--- src/rtl/rpi_pkg.sv ---
package rpi_pkg;
    localparam int CLK_PERIOD_PS = 5000;
    localparam int CLK_PERIOD_NS = 5;

    // link clock rates in kHz
    localparam int TXC_1000_KHZ = 125000;
    localparam int TXC_100_KHZ = 25000;
    localparam int TXC_10_KHZ = 2500;
    localparam int REF_KHZ = 50000;

    function automatic int half_cyc(input int khz);
        int h;
        h = 1_000_000_000 / (khz * 2 * CLK_PERIOD_PS);
        return (h < 1) ? 1 : h;
    endfunction

    localparam logic [5:0] HP_1000 = 6'(half_cyc(TXC_1000_KHZ));
    localparam logic [5:0] HP_100 = 6'(half_cyc(TXC_100_KHZ));
    localparam logic [5:0] HP_10 = 6'(half_cyc(TXC_10_KHZ));
    localparam logic [5:0] HP_REF = 6'(half_cyc(REF_KHZ));
    localparam logic [3:0] RMII_DECIM_10 = 4'h9;

    // minimum internal clock delay and its cycle count
    localparam int DELAY_MIN_PS = 1500;
    localparam int DELAY_CYC = (DELAY_MIN_PS + CLK_PERIOD_PS - 1) / CLK_PERIOD_PS;

    localparam int SETTLE_NS = 1000;
    localparam int SETTLE_CYC = (SETTLE_NS + CLK_PERIOD_NS - 1) / CLK_PERIOD_NS;
    localparam logic [7:0] SETTLE_LOAD = 8'(SETTLE_CYC);
    localparam int STRAP_HOLD_NS = 50;
    localparam int STRAP_HOLD_CYC = (STRAP_HOLD_NS + CLK_PERIOD_NS - 1) / CLK_PERIOD_NS;
    localparam logic [3:0] STRAP_LOAD = 4'(STRAP_HOLD_CYC);

    // register word indices
    localparam logic [3:0] REG_CTRL = 4'h0;
    localparam logic [3:0] REG_STAT = 4'h1;
    localparam logic [3:0] REG_TXDATA = 4'h2;
    localparam logic [3:0] REG_RXDATA = 4'h3;

    // control fields
    localparam int CTL_MODE = 0;
    localparam int CTL_SPD = 1;
    localparam int CTL_FDX = 3;
    localparam int CTL_TXDLY = 4;
    localparam int CTL_RXDLY = 5;
    localparam int CTL_CLKSTRAP = 6;
    localparam int CTL_DEVRST = 7;
    localparam int CTL_SPDSTRAP = 8;
    localparam int CTL_W = 9;
    localparam logic [8:0] CTRL_RESET = 9'h1ED;

    // status fields
    localparam int ST_TXRDY = 0;
    localparam int ST_TXBUSY = 1;
    localparam int ST_RXV = 2;
    localparam int ST_OVR = 3;
    localparam int ST_RXERR = 4;
    localparam int ST_UNDER = 5;
    localparam int ST_SPDFLT = 6;
    localparam int ST_SETTLED = 7;
    localparam int ST_RXEND = 8;

    localparam logic [1:0] SPD_10 = 2'h0;
    localparam logic [1:0] SPD_100 = 2'h1;
    localparam logic [1:0] SPD_1000 = 2'h2;

    localparam logic [1:0] STRAP_RGMII = 2'h0;
    localparam logic [1:0] STRAP_RMII = 2'h1;

    typedef enum logic {TX_IDLE, TX_RUN} rpi_tx_state_t;
endpackage

--- src/rtl/rpi_host.sv ---
`timescale 1ns/1ps
// How it works
// - RMII runs 10 or 100 Mbps only
// - one 50 MHz reference times both directions
// - RMII uses concurrent 2-bit paths
// - strap low: reference comes from outside
// - RGMII 10/100/1000, half and full duplex
// - RGMII separate 4-bit transmit, receive groups
// - MAC side sources transmit clock per speed
// - gigabit data on both clock edges
// - transmit control low until the clock settles
// - control merges valid and error, falling edge
// - attached PHY speed should be fixed
module rpi_host
    import rpi_pkg::*;
(
    input wire logic CLK, // system clock
    input wire logic RST, // async reset
    input wire logic [3:0] ADDR, // register word index
    input wire logic [31:0] WDATA, // write data
    input wire logic WR, // write strobe
    input wire logic RD, // read strobe
    output logic [31:0] RDATA, // read data
    output logic DEV_RST, // device reset
    output logic SHARED_TX_REF_CLOCK_INPUT, // transmit clock or reference
    output logic TX_CTL, // transmit control or enable
    output logic [3:0] TXD, // transmit data
    input wire logic SHARED_RX_REF_CLOCK_OUTPUT, // receive clock or reference
    input wire logic RX_CTL, // receive control or valid
    input wire logic RX_ER, // rmii receive error
    input wire logic [3:0] RXD_I, // receive data pins in
    output logic [3:0] RXD_O, // strap drive
    output logic RXD_OE // strap drive enable
);
    logic [8:0] ctrl_reg, ctrl_next;
    logic is_rgmii, clk_norm, fdx, ctrl_wr, speed_fault, settled, carrier;
    logic [1:0] spd;
    always_comb begin
        is_rgmii = ctrl_reg[CTL_MODE];
        clk_norm = ctrl_reg[CTL_CLKSTRAP];
        fdx = ctrl_reg[CTL_FDX];
        ctrl_wr = WR && ADDR == REG_CTRL;
        speed_fault = !is_rgmii && ctrl_reg[CTL_SPD +: 2] == SPD_1000;
        spd = speed_fault ? SPD_100 : ctrl_reg[CTL_SPD +: 2];
    end

    // link clock divider
    logic [5:0] cnt_reg, cnt_next, hp;
    logic clk_reg, clk_next, txc_reg, txc_next, own_run, tgl, h_rise, h_fall;
    always_comb begin
        if (!is_rgmii) begin
            hp = HP_REF;
        end else if (spd == SPD_1000) begin
            hp = HP_1000;
        end else if (spd == SPD_100) begin
            hp = HP_100;
        end else begin
            hp = HP_10;
        end
        own_run = is_rgmii || clk_norm;
        tgl = cnt_reg >= hp - 6'd1;
        h_rise = own_run && tgl && !clk_reg;
        h_fall = own_run && tgl && clk_reg;
        cnt_next = tgl ? 6'd0 : cnt_reg + 6'd1;
        clk_next = tgl ? !clk_reg : clk_reg;
        if (!own_run || ctrl_wr) begin
            cnt_next = 6'd0;
            clk_next = 1'b0;
        end
        // without device delay the clock trails data by one cycle
        txc_next = ctrl_reg[CTL_TXDLY] ? clk_next : clk_reg;
    end
    always_ff @(posedge CLK or posedge RST) begin
        if (RST) begin
            cnt_reg <= 6'd0;
            clk_reg <= 1'b0;
            txc_reg <= 1'b0;
        end else begin
            cnt_reg <= cnt_next;
            clk_reg <= clk_next;
            txc_reg <= txc_next;
        end
    end

    // pin synchronisers and receive edge events
    logic [2:0] rxc_reg, rxc_next;
    logic [3:0] rxd_s1_reg, rxd_s2_reg;
    logic [1:0] ctl_s_reg, er_s_reg, orise_reg, orise_next, rxe_d_reg, rxe_d_next;
    logic rx_rise, rx_fall, rr, rf;
    always_comb begin
        rxc_next = {rxc_reg[1:0], SHARED_RX_REF_CLOCK_OUTPUT};
        rx_rise = rxc_reg[1] && !rxc_reg[2];
        rx_fall = !rxc_reg[1] && rxc_reg[2];
        orise_next = {orise_reg[0], h_rise};
        rxe_d_next = {rx_rise, rx_fall};
        rr = ctrl_reg[CTL_RXDLY] ? rx_rise : rxe_d_reg[1];
        rf = ctrl_reg[CTL_RXDLY] ? rx_fall : rxe_d_reg[0];
    end
    always_ff @(posedge CLK or posedge RST) begin
        if (RST) begin
            rxc_reg <= 3'h0;
            rxd_s1_reg <= 4'h0;
            rxd_s2_reg <= 4'h0;
            ctl_s_reg <= 2'h0;
            er_s_reg <= 2'h0;
            orise_reg <= 2'h0;
            rxe_d_reg <= 2'h0;
        end else begin
            rxc_reg <= rxc_next;
            rxd_s1_reg <= RXD_I;
            rxd_s2_reg <= rxd_s1_reg;
            ctl_s_reg <= {ctl_s_reg[0], RX_CTL};
            er_s_reg <= {er_s_reg[0], RX_ER};
            orise_reg <= orise_next;
            rxe_d_reg <= rxe_d_next;
        end
    end

    // rmii 10 Mbps decimation, both directions on the one reference
    logic [3:0] tdec_reg, tdec_next, rdec_reg, rdec_next;
    logic t_ev, r_ev, tx_step, rx_step;
    always_comb begin
        t_ev = clk_norm ? h_fall : rx_rise;
        r_ev = clk_norm ? orise_reg[1] : rx_rise;
        tdec_next = t_ev ? (tdec_reg == RMII_DECIM_10 ? 4'h0 : tdec_reg + 4'h1) : tdec_reg;
        rdec_next = r_ev ? (rdec_reg == RMII_DECIM_10 ? 4'h0 : rdec_reg + 4'h1) : rdec_reg;
        tx_step = t_ev && (spd != SPD_10 || tdec_reg == 4'h0);
        rx_step = r_ev && (spd != SPD_10 || rdec_reg == 4'h0);
    end
    always_ff @(posedge CLK or posedge RST) begin
        if (RST) begin
            tdec_reg <= 4'h0;
            rdec_reg <= 4'h0;
        end else begin
            tdec_reg <= tdec_next;
            rdec_reg <= rdec_next;
        end
    end

    // transmit engine
    rpi_tx_state_t tx_st_reg, tx_st_next;
    logic [7:0] cur_reg, cur_next, cur_sh;
    logic cur_err_reg, cur_err_next, cur_last_reg, cur_last_next;
    logic [2:0] pos_reg, pos_next;
    logic [9:0] hold_reg, hold_next;
    logic hold_v_reg, hold_v_next, txctl_reg, txctl_next, under_set, sym, adv, go;
    logic [3:0] txd_reg, txd_next, pos_sum;
    always_comb begin
        tx_st_next = tx_st_reg;
        cur_next = cur_reg;
        cur_err_next = cur_err_reg;
        cur_last_next = cur_last_reg;
        pos_next = pos_reg;
        hold_next = hold_reg;
        hold_v_next = hold_v_reg;
        txctl_next = txctl_reg;
        txd_next = txd_reg;
        under_set = 1'b0;
        cur_sh = cur_reg >> pos_reg;
        pos_sum = 4'h0;
        if (WR && ADDR == REG_TXDATA && !hold_v_reg) begin
            hold_next = WDATA[9:0];
            hold_v_next = 1'b1;
        end
        sym = is_rgmii ? h_rise : tx_step;
        adv = is_rgmii ? h_fall : tx_step;
        go = hold_v_reg && settled && (fdx || !carrier);
        if (sym) begin
            if (tx_st_reg == TX_IDLE) begin
                txctl_next = go;
                txd_next = 4'h0;
                if (go) begin
                    cur_next = hold_reg[7:0];
                    cur_err_next = hold_reg[8];
                    cur_last_next = hold_reg[9];
                    hold_v_next = 1'b0;
                    pos_next = 3'h0;
                    tx_st_next = TX_RUN;
                    txd_next = is_rgmii ? hold_reg[3:0] : {2'b00, hold_reg[1:0]};
                end
            end else begin
                txctl_next = 1'b1;
                txd_next = is_rgmii ? cur_sh[3:0] : {2'b00, cur_sh[1:0]};
            end
        end
        if (is_rgmii && adv && tx_st_reg == TX_RUN) begin
            txctl_next = 1'b1 ^ cur_err_reg;
            if (spd == SPD_1000) begin
                txd_next = cur_reg[7:4];
            end
        end
        if (adv && tx_st_next == TX_RUN) begin
            pos_sum = {1'b0, pos_next} + (!is_rgmii ? 4'h2 : (spd == SPD_1000 ? 4'h8 : 4'h4));
            pos_next = pos_sum[2:0];
            if (pos_sum[3]) begin
                if (cur_last_next) begin
                    tx_st_next = TX_IDLE;
                end else if (hold_v_next) begin
                    cur_next = hold_next[7:0];
                    cur_err_next = hold_next[8];
                    cur_last_next = hold_next[9];
                    hold_v_next = 1'b0;
                end else begin
                    under_set = 1'b1;
                    tx_st_next = TX_IDLE;
                end
            end
        end
        if (!settled) begin
            tx_st_next = TX_IDLE;
            txctl_next = 1'b0;
            txd_next = 4'h0;
        end
    end
    always_ff @(posedge CLK or posedge RST) begin
        if (RST) begin
            tx_st_reg <= TX_IDLE;
            cur_reg <= 8'h00;
            cur_err_reg <= 1'b0;
            cur_last_reg <= 1'b0;
            pos_reg <= 3'h0;
            hold_reg <= 10'h000;
            hold_v_reg <= 1'b0;
            txctl_reg <= 1'b0;
            txd_reg <= 4'h0;
        end else begin
            tx_st_reg <= tx_st_next;
            cur_reg <= cur_next;
            cur_err_reg <= cur_err_next;
            cur_last_reg <= cur_last_next;
            pos_reg <= pos_next;
            hold_reg <= hold_next;
            hold_v_reg <= hold_v_next;
            txctl_reg <= txctl_next;
            txd_reg <= txd_next;
        end
    end

    // receive engine
    logic [7:0] acc_reg, acc_next;
    logic [2:0] rpos_reg, rpos_next;
    logic rx_in_reg, rx_in_next, rdv_reg, rdv_next, rx_v_reg, rx_v_next, dlv, dlv_er;
    logic [8:0] rx_byte_reg, rx_byte_next;
    logic [7:0] dlv_byte;
    logic ovr_set, err_set, end_set, rx_rd;
    always_comb begin
        acc_next = acc_reg;
        rpos_next = rpos_reg;
        rx_in_next = rx_in_reg;
        rdv_next = rdv_reg;
        dlv = 1'b0;
        dlv_er = 1'b0;
        dlv_byte = 8'h00;
        end_set = 1'b0;
        carrier = rx_in_reg;
        if (is_rgmii) begin
            if (rr) begin
                rdv_next = ctl_s_reg[1];
                acc_next[rpos_reg[2] * 4 +: 4] = rxd_s2_reg;
                if (!ctl_s_reg[1]) begin
                    end_set = rx_in_reg;
                    rx_in_next = 1'b0;
                    rpos_next = 3'h0;
                end
            end
            if (rf && rdv_reg) begin
                rx_in_next = 1'b1;
                dlv_er = ctl_s_reg[1] ^ rdv_reg;
                if (spd == SPD_1000) begin
                    dlv = 1'b1;
                    dlv_byte = {rxd_s2_reg, acc_reg[3:0]};
                end else begin
                    dlv = rpos_reg[2];
                    dlv_byte = acc_reg;
                    rpos_next = rpos_reg[2] ? 3'h0 : 3'h4;
                end
            end
        end else if (rx_step) begin
            if (ctl_s_reg[1]) begin
                rx_in_next = 1'b1;
                acc_next[rpos_reg +: 2] = rxd_s2_reg[1:0];
                dlv = rpos_reg == 3'h6;
                dlv_byte = {rxd_s2_reg[1:0], acc_reg[5:0]};
                dlv_er = er_s_reg[1];
                rpos_next = rpos_reg + 3'h2;
            end else begin
                end_set = rx_in_reg;
                rx_in_next = 1'b0;
                rpos_next = 3'h0;
            end
        end
        rx_rd = RD && ADDR == REG_RXDATA;
        rx_byte_next = dlv ? {dlv_er, dlv_byte} : rx_byte_reg;
        ovr_set = dlv && rx_v_reg && !rx_rd;
        err_set = dlv && dlv_er;
        rx_v_next = dlv || (rx_v_reg && !rx_rd);
    end
    always_ff @(posedge CLK or posedge RST) begin
        if (RST) begin
            acc_reg <= 8'h00;
            rpos_reg <= 3'h0;
            rx_in_reg <= 1'b0;
            rdv_reg <= 1'b0;
            rx_v_reg <= 1'b0;
            rx_byte_reg <= 9'h000;
        end else begin
            acc_reg <= acc_next;
            rpos_reg <= rpos_next;
            rx_in_reg <= rx_in_next;
            rdv_reg <= rdv_next;
            rx_v_reg <= rx_v_next;
            rx_byte_reg <= rx_byte_next;
        end
    end

    // registers, straps, settling
    logic [3:0] sticky_reg, sticky_next, shold_reg, shold_next, rxd_o_next;
    logic [7:0] scnt_reg, scnt_next;
    logic [31:0] rdata_next, stat_word;
    logic rxd_oe_next;
    always_comb begin
        ctrl_next = ctrl_wr ? WDATA[CTL_W-1:0] : ctrl_reg;
        settled = scnt_reg == 8'h00;
        scnt_next = (ctrl_reg[CTL_DEVRST] || ctrl_wr) ? SETTLE_LOAD
            : (settled ? 8'h00 : scnt_reg - 8'h01);
        shold_next = ctrl_reg[CTL_DEVRST] ? STRAP_LOAD
            : (shold_reg == 4'h0 ? 4'h0 : shold_reg - 4'h1);
        rxd_oe_next = ctrl_reg[CTL_DEVRST] || shold_reg != 4'h0;
        rxd_o_next = {is_rgmii ? STRAP_RGMII : STRAP_RMII, clk_norm,
            ctrl_reg[CTL_SPDSTRAP]};
        // set wins over a write-one clear
        sticky_next = (sticky_reg & ~((WR && ADDR == REG_STAT) ? WDATA[ST_OVR +: 4] : 4'h0))
            | {end_set, under_set, err_set, ovr_set};
        stat_word = 32'h0000_0000;
        stat_word[ST_TXRDY] = !hold_v_reg;
        stat_word[ST_TXBUSY] = tx_st_reg == TX_RUN;
        stat_word[ST_RXV] = rx_v_reg;
        stat_word[ST_OVR +: 3] = sticky_reg[2:0];
        stat_word[ST_SPDFLT] = speed_fault;
        stat_word[ST_SETTLED] = settled;
        stat_word[ST_RXEND] = sticky_reg[3];
        rdata_next = 32'h0000_0000;
        if (RD) begin
            case (ADDR)
                REG_CTRL: rdata_next = {23'h00_0000, ctrl_reg};
                REG_STAT: rdata_next = stat_word;
                REG_TXDATA: rdata_next = {22'h00_0000, hold_reg};
                REG_RXDATA: rdata_next = {23'h00_0000, rx_byte_reg};
                default: rdata_next = 32'h0000_0000;
            endcase
        end
    end
    always_ff @(posedge CLK or posedge RST) begin
        if (RST) begin
            ctrl_reg <= CTRL_RESET;
            scnt_reg <= SETTLE_LOAD;
            shold_reg <= STRAP_LOAD;
            sticky_reg <= 4'h0;
            RDATA <= 32'h0000_0000;
            DEV_RST <= 1'b1;
            RXD_O <= 4'h0;
            RXD_OE <= 1'b0;
        end else begin
            ctrl_reg <= ctrl_next;
            scnt_reg <= scnt_next;
            shold_reg <= shold_next;
            sticky_reg <= sticky_next;
            RDATA <= rdata_next;
            DEV_RST <= ctrl_reg[CTL_DEVRST];
            RXD_O <= rxd_o_next;
            RXD_OE <= rxd_oe_next;
        end
    end

    always_comb begin
        SHARED_TX_REF_CLOCK_INPUT = txc_reg;
        TX_CTL = txctl_reg;
        TXD = txd_reg;
    end
endmodule

--- config.mk ---
export PLATFORM = sky130hd
export DESIGN_NAME = rpi_host
export DESIGN_NICKNAME = d
export VERILOG_FILES = /design/src/rtl/rpi_pkg.sv /design/src/rtl/rpi_host.sv
export SDC_FILE = /design/constraint.sdc
export NUM_CORES = 1
export LEC_CHECK = 0
export ABC_AREA = 1
export ABC_CLOCK_PERIOD_IN_PS = 6660
export BUFFER_PORTS_ARGS = -buffer_cell sky130_fd_sc_hd__buf_2
export CAP_MARGIN = 20
export CORE_MARGIN = 2
export CORE_UTILIZATION = 40
export DETAILED_ROUTE_END_ITERATION = 16
export PLACE_DENSITY = 0.63
export SYNTH_ARGS = -nofsm -noshare
export SYNTH_HDL_FRONTEND = slang
export SYNTH_SLANG_ARGS = --single-unit
--- constraint.sdc ---
create_clock -name CLK -period 6.66 [get_ports CLK]
set_clock_uncertainty 0.05 [all_clocks]
set_input_delay 0.333 -clock CLK [delete_from_list [all_inputs] [get_ports CLK]]
set_output_delay 0.333 -clock CLK [all_outputs]
set_load 0.005 [all_outputs]
==> flow_summary.toml <==
[run_status]
outcome = "finished, final reports clean"

[flow_run]
maxCapViolCount = 0

[critical_path]
critical_path_required_ns = 6.92
worst_path_most_repeated_cell = "nand2_1"
critical-path-max-stage-delay_ns = 0.79
crit_fanout = 19
slowest_stage = "dfstp_2"
start_kind = "flop"
worst-setup-path-type = "flop to flop"
worstPathArrival_ns = 5.16
critPathCaptureType = "flop"

[pwr]
p_switching_w = 0.000926
sw_frac_of_total_pct = 33.7
p_leak_nw = 3.67
p_seq_share_pct = 38.8
combPwrFrac_pct = 25.3
power.internal_w = 0.00182
powerDensity_mw_per_mm2 = 363
ir_worst_vdd_uv = 223
p_clk_share_pct = 35.9

[sta]
slew_viol_final = 0
setup_viol = 0
worstMarginPinSlew_ns = 0.922
fin_tns_setup_ns = 0
hold_viol_final = 0
fmax_mhz = 204
min_period_ns = 4.91
setup_slack_ns = 1.75
slew_headroom_pct = 38.3
period_share_pct = 73.7
rsz0062_at_grt = "false"

[synth]
ys_ff_latch = 127
synth_cells = 760
synth_edf_count = 0
synth_area_sq_mm = 0.00654
synth_warnings = 0
synth_top_area_cell = "dfrtp_1"
ys_types = 53
yosys_most_used_dff = "dfrtp_1"
ys_seq_area_share_pct = 48.9
avgSynthCellArea_sq_um = 8.60
ys_top_cells_by_area = "dfrtp_1 (44%), nand2_1 (8.8%), inv_1 (5.6%)"
yosysTopAreaCellShare_pct = 43.6
async_reset_ff_share_pct = 100

[worst_hold_path]
worstHoldPathType = "input pin to asynchronous set/reset pin"

[grt]
grt_pass1_wl_um = 24900
grt.overflow.total = 0
track_usage_pct = 18.2
antenna_found_initial = 0
grt_max_degree = 65
grt_pass1_vias = 4976

[floorplan]
placementRows = 46
fp.dieW_um = 132
die_h_um = 132
die_area_sq_mm = 0.0174
core-area_sq_mm = 0.0159
start_util_pct = 41.0
io_pins = 91

[finish]
fillers = 1552
final_util_pct = 47.4
area_delta_synth_final_pct = 15.7
insertedDiodeCount = 0
drive_gt1_share_pct = 17.2
nets = 882

[cts]
cts_buffer_depth = 2
clkSlewWorstSetupHoldPaths_ns = 0.06
cts_tree = "built"
htreeDepth = 4
postCtsSetupBuffers = 0
cts_made_buffers = 17
cts.sinks = 127
cts_root_buf = "clkbuf_16"
insertion_delay_ns = 0.42
ctsResizeCount = 0

[drt]
first_pass_iters = 5
ant_nets = 0
wirelength_um = 15100
drtIter0Drc = 370
vias = 5159
drcViolationCount = 0
avgRoutedWirePerCell_um = 14.5
avgViaCountPerCell = 4.93

[placement]
place_hpwl_um = 10900
pre_cts_slack_ns = 1.77
portBuffers = 45
gp_congestion = 0.908
[cell usage in the layout (no fill, tap or decap), drive strengths merged, types with 2 or more instances in the layout]
cell type / n
o211ai: 5
nor3: 12
nor4: 2
o22ai: 10
o2111ai: 2
a22oi: 2
buf: 46
a21oi: 40
xnor2: 2
xor2: 10
o21ai: 73
nand4: 7
dfstp: 13
clkbuf: 18
nand3b: 2
nand2: 166
nand3: 35
clkinvlp: 2
mux2: 3
conb: 23
a221oi: 9
nor2: 79
bufinv: 4
a31oi: 2
dfrtp: 114
clkinv: 8
ha: 15
o21a: 5
inv: 106
dlygate4sd3: 7
[path summary, 6_finish.rpt]
| path | end | cells after the start | start | slack [ns] |
|---|---|---|---|---|
| worst max-delay path | cur_reg[0] | 26 | ctrl_reg[0] | 1.75 |
| worst min-delay path | RDATA[5] | 2 | RST | 0.02 |
| worst max register to register | cur_reg[0] | 26 | ctrl_reg[0] | 1.75 |
| worst min register to register | rxd_s2_reg[0] | 0 | rxd_s1_reg[0] | 0.30 |
| max in group asynchronous | acc_reg[2] | 3 | RST | 5.24 |
| min in group CLK | ctrl_reg[7] | 3 | WDATA[7] | 0.09 |
[power groups by stage]
stage / Sequential, W / Clock (W) / Combinational, W
after CTS: 0.00107 / 0.000997 / 0.000699
after detailed placement: 0.00108 / 0 / 0.000691
after floorplan: 0.00104 / 0 / 0.000561
after global placement: 0.00107 / 0 / 0.000677
after global routing: 0.00109 / 0.00104 / 0.000794
final: 0.00107 / 0.000984 / 0.000695
[kinds of logic (layout without fill, tap and decap cells)]
group	Yosys count	after routing	synth area share (%)
AND/OR/NAND/NOR	305	305	22.2
AO/OA/AOI/OAI	154	154	13.5
buffers and inverters	142	191	10.2
flip-flops	127	127	48.9
adder cells (fa/ha/maj)	16	16	3.18
XOR/XNOR	12	12	1.61
multiplexers	3	3	0.517
other	1	23	0.0574
[cell type report]
type                            instances  area, sq um  share of cell area (%)
Clock buffer                           18          439                    5.81
Timing Repair Buffer                   53          303                    4.00
Sequential cell                       127         3190                    42.2
Clock inverter                         13          189                    2.50
Multi-Input combinational cell        513         2760                    36.5
Inverter                              107          407                    5.38
Tap cell                              216          270                    3.57
[timing repair]
item	4_1_cts	5_1_grt
hold buffers	7	0
hold endpoints to repair	7	0
setup endpoints to repair	0	0
[layer usage]
layer | vias up | track usage, % | part of all wire [%]
li1 | 2551 | - | -
met1 | 2433 | 24.4 | 46
met2 | 149 | 28.9 | 47
met3 | 26 | 4.34 | 5.0
met4 | 0 | 6.46 | 2.1
met5 | - | 0 | 0
[worst max-delay path: cells and delay by family, from the launching register on]
| kind | cells | cell delay [ns] |
|---|---|---|
| XOR/XNOR | 2 | 0.41 |
| AND/OR/NAND/NOR | 16 | 1.94 |
| AO/OA/AOI/OAI | 1 | 0.15 |
| adder cells (fa/ha/maj) | 4 | 1.09 |
| flip-flops | 1 | 0.79 |
| buffers and inverters | 3 | 0.33 |
[synth_stat cells (all sizes together), types with 4 or more instances]
cell type / number
a21oi: 40
a221oi: 9
buf: 31
clkbuf: 4
dfrtp: 114
dfstp: 13
ha: 15
inv: 105
nand2: 166
nand3: 35
nand4: 7
nor2: 79
nor3: 12
o211ai: 5
o21a: 5
o21ai: 73
o22ai: 10
xor2: 10
[stage by stage]
stage                     total power [W]  instance area [sq um]  instances  hold WS (ns)
after floorplan                   0.00160                   6620        782         0.281
after global placement            0.00175                   6870       1009         0.282
after detailed placement          0.00177                   6870       1009         0.286
after CTS                         0.00276                   7560       1047        0.0466
after global routing              0.00292                   7560       1047        0.0901
final                             0.00274                   7560       1047        0.0218
(Power assumes the default switching activity.)
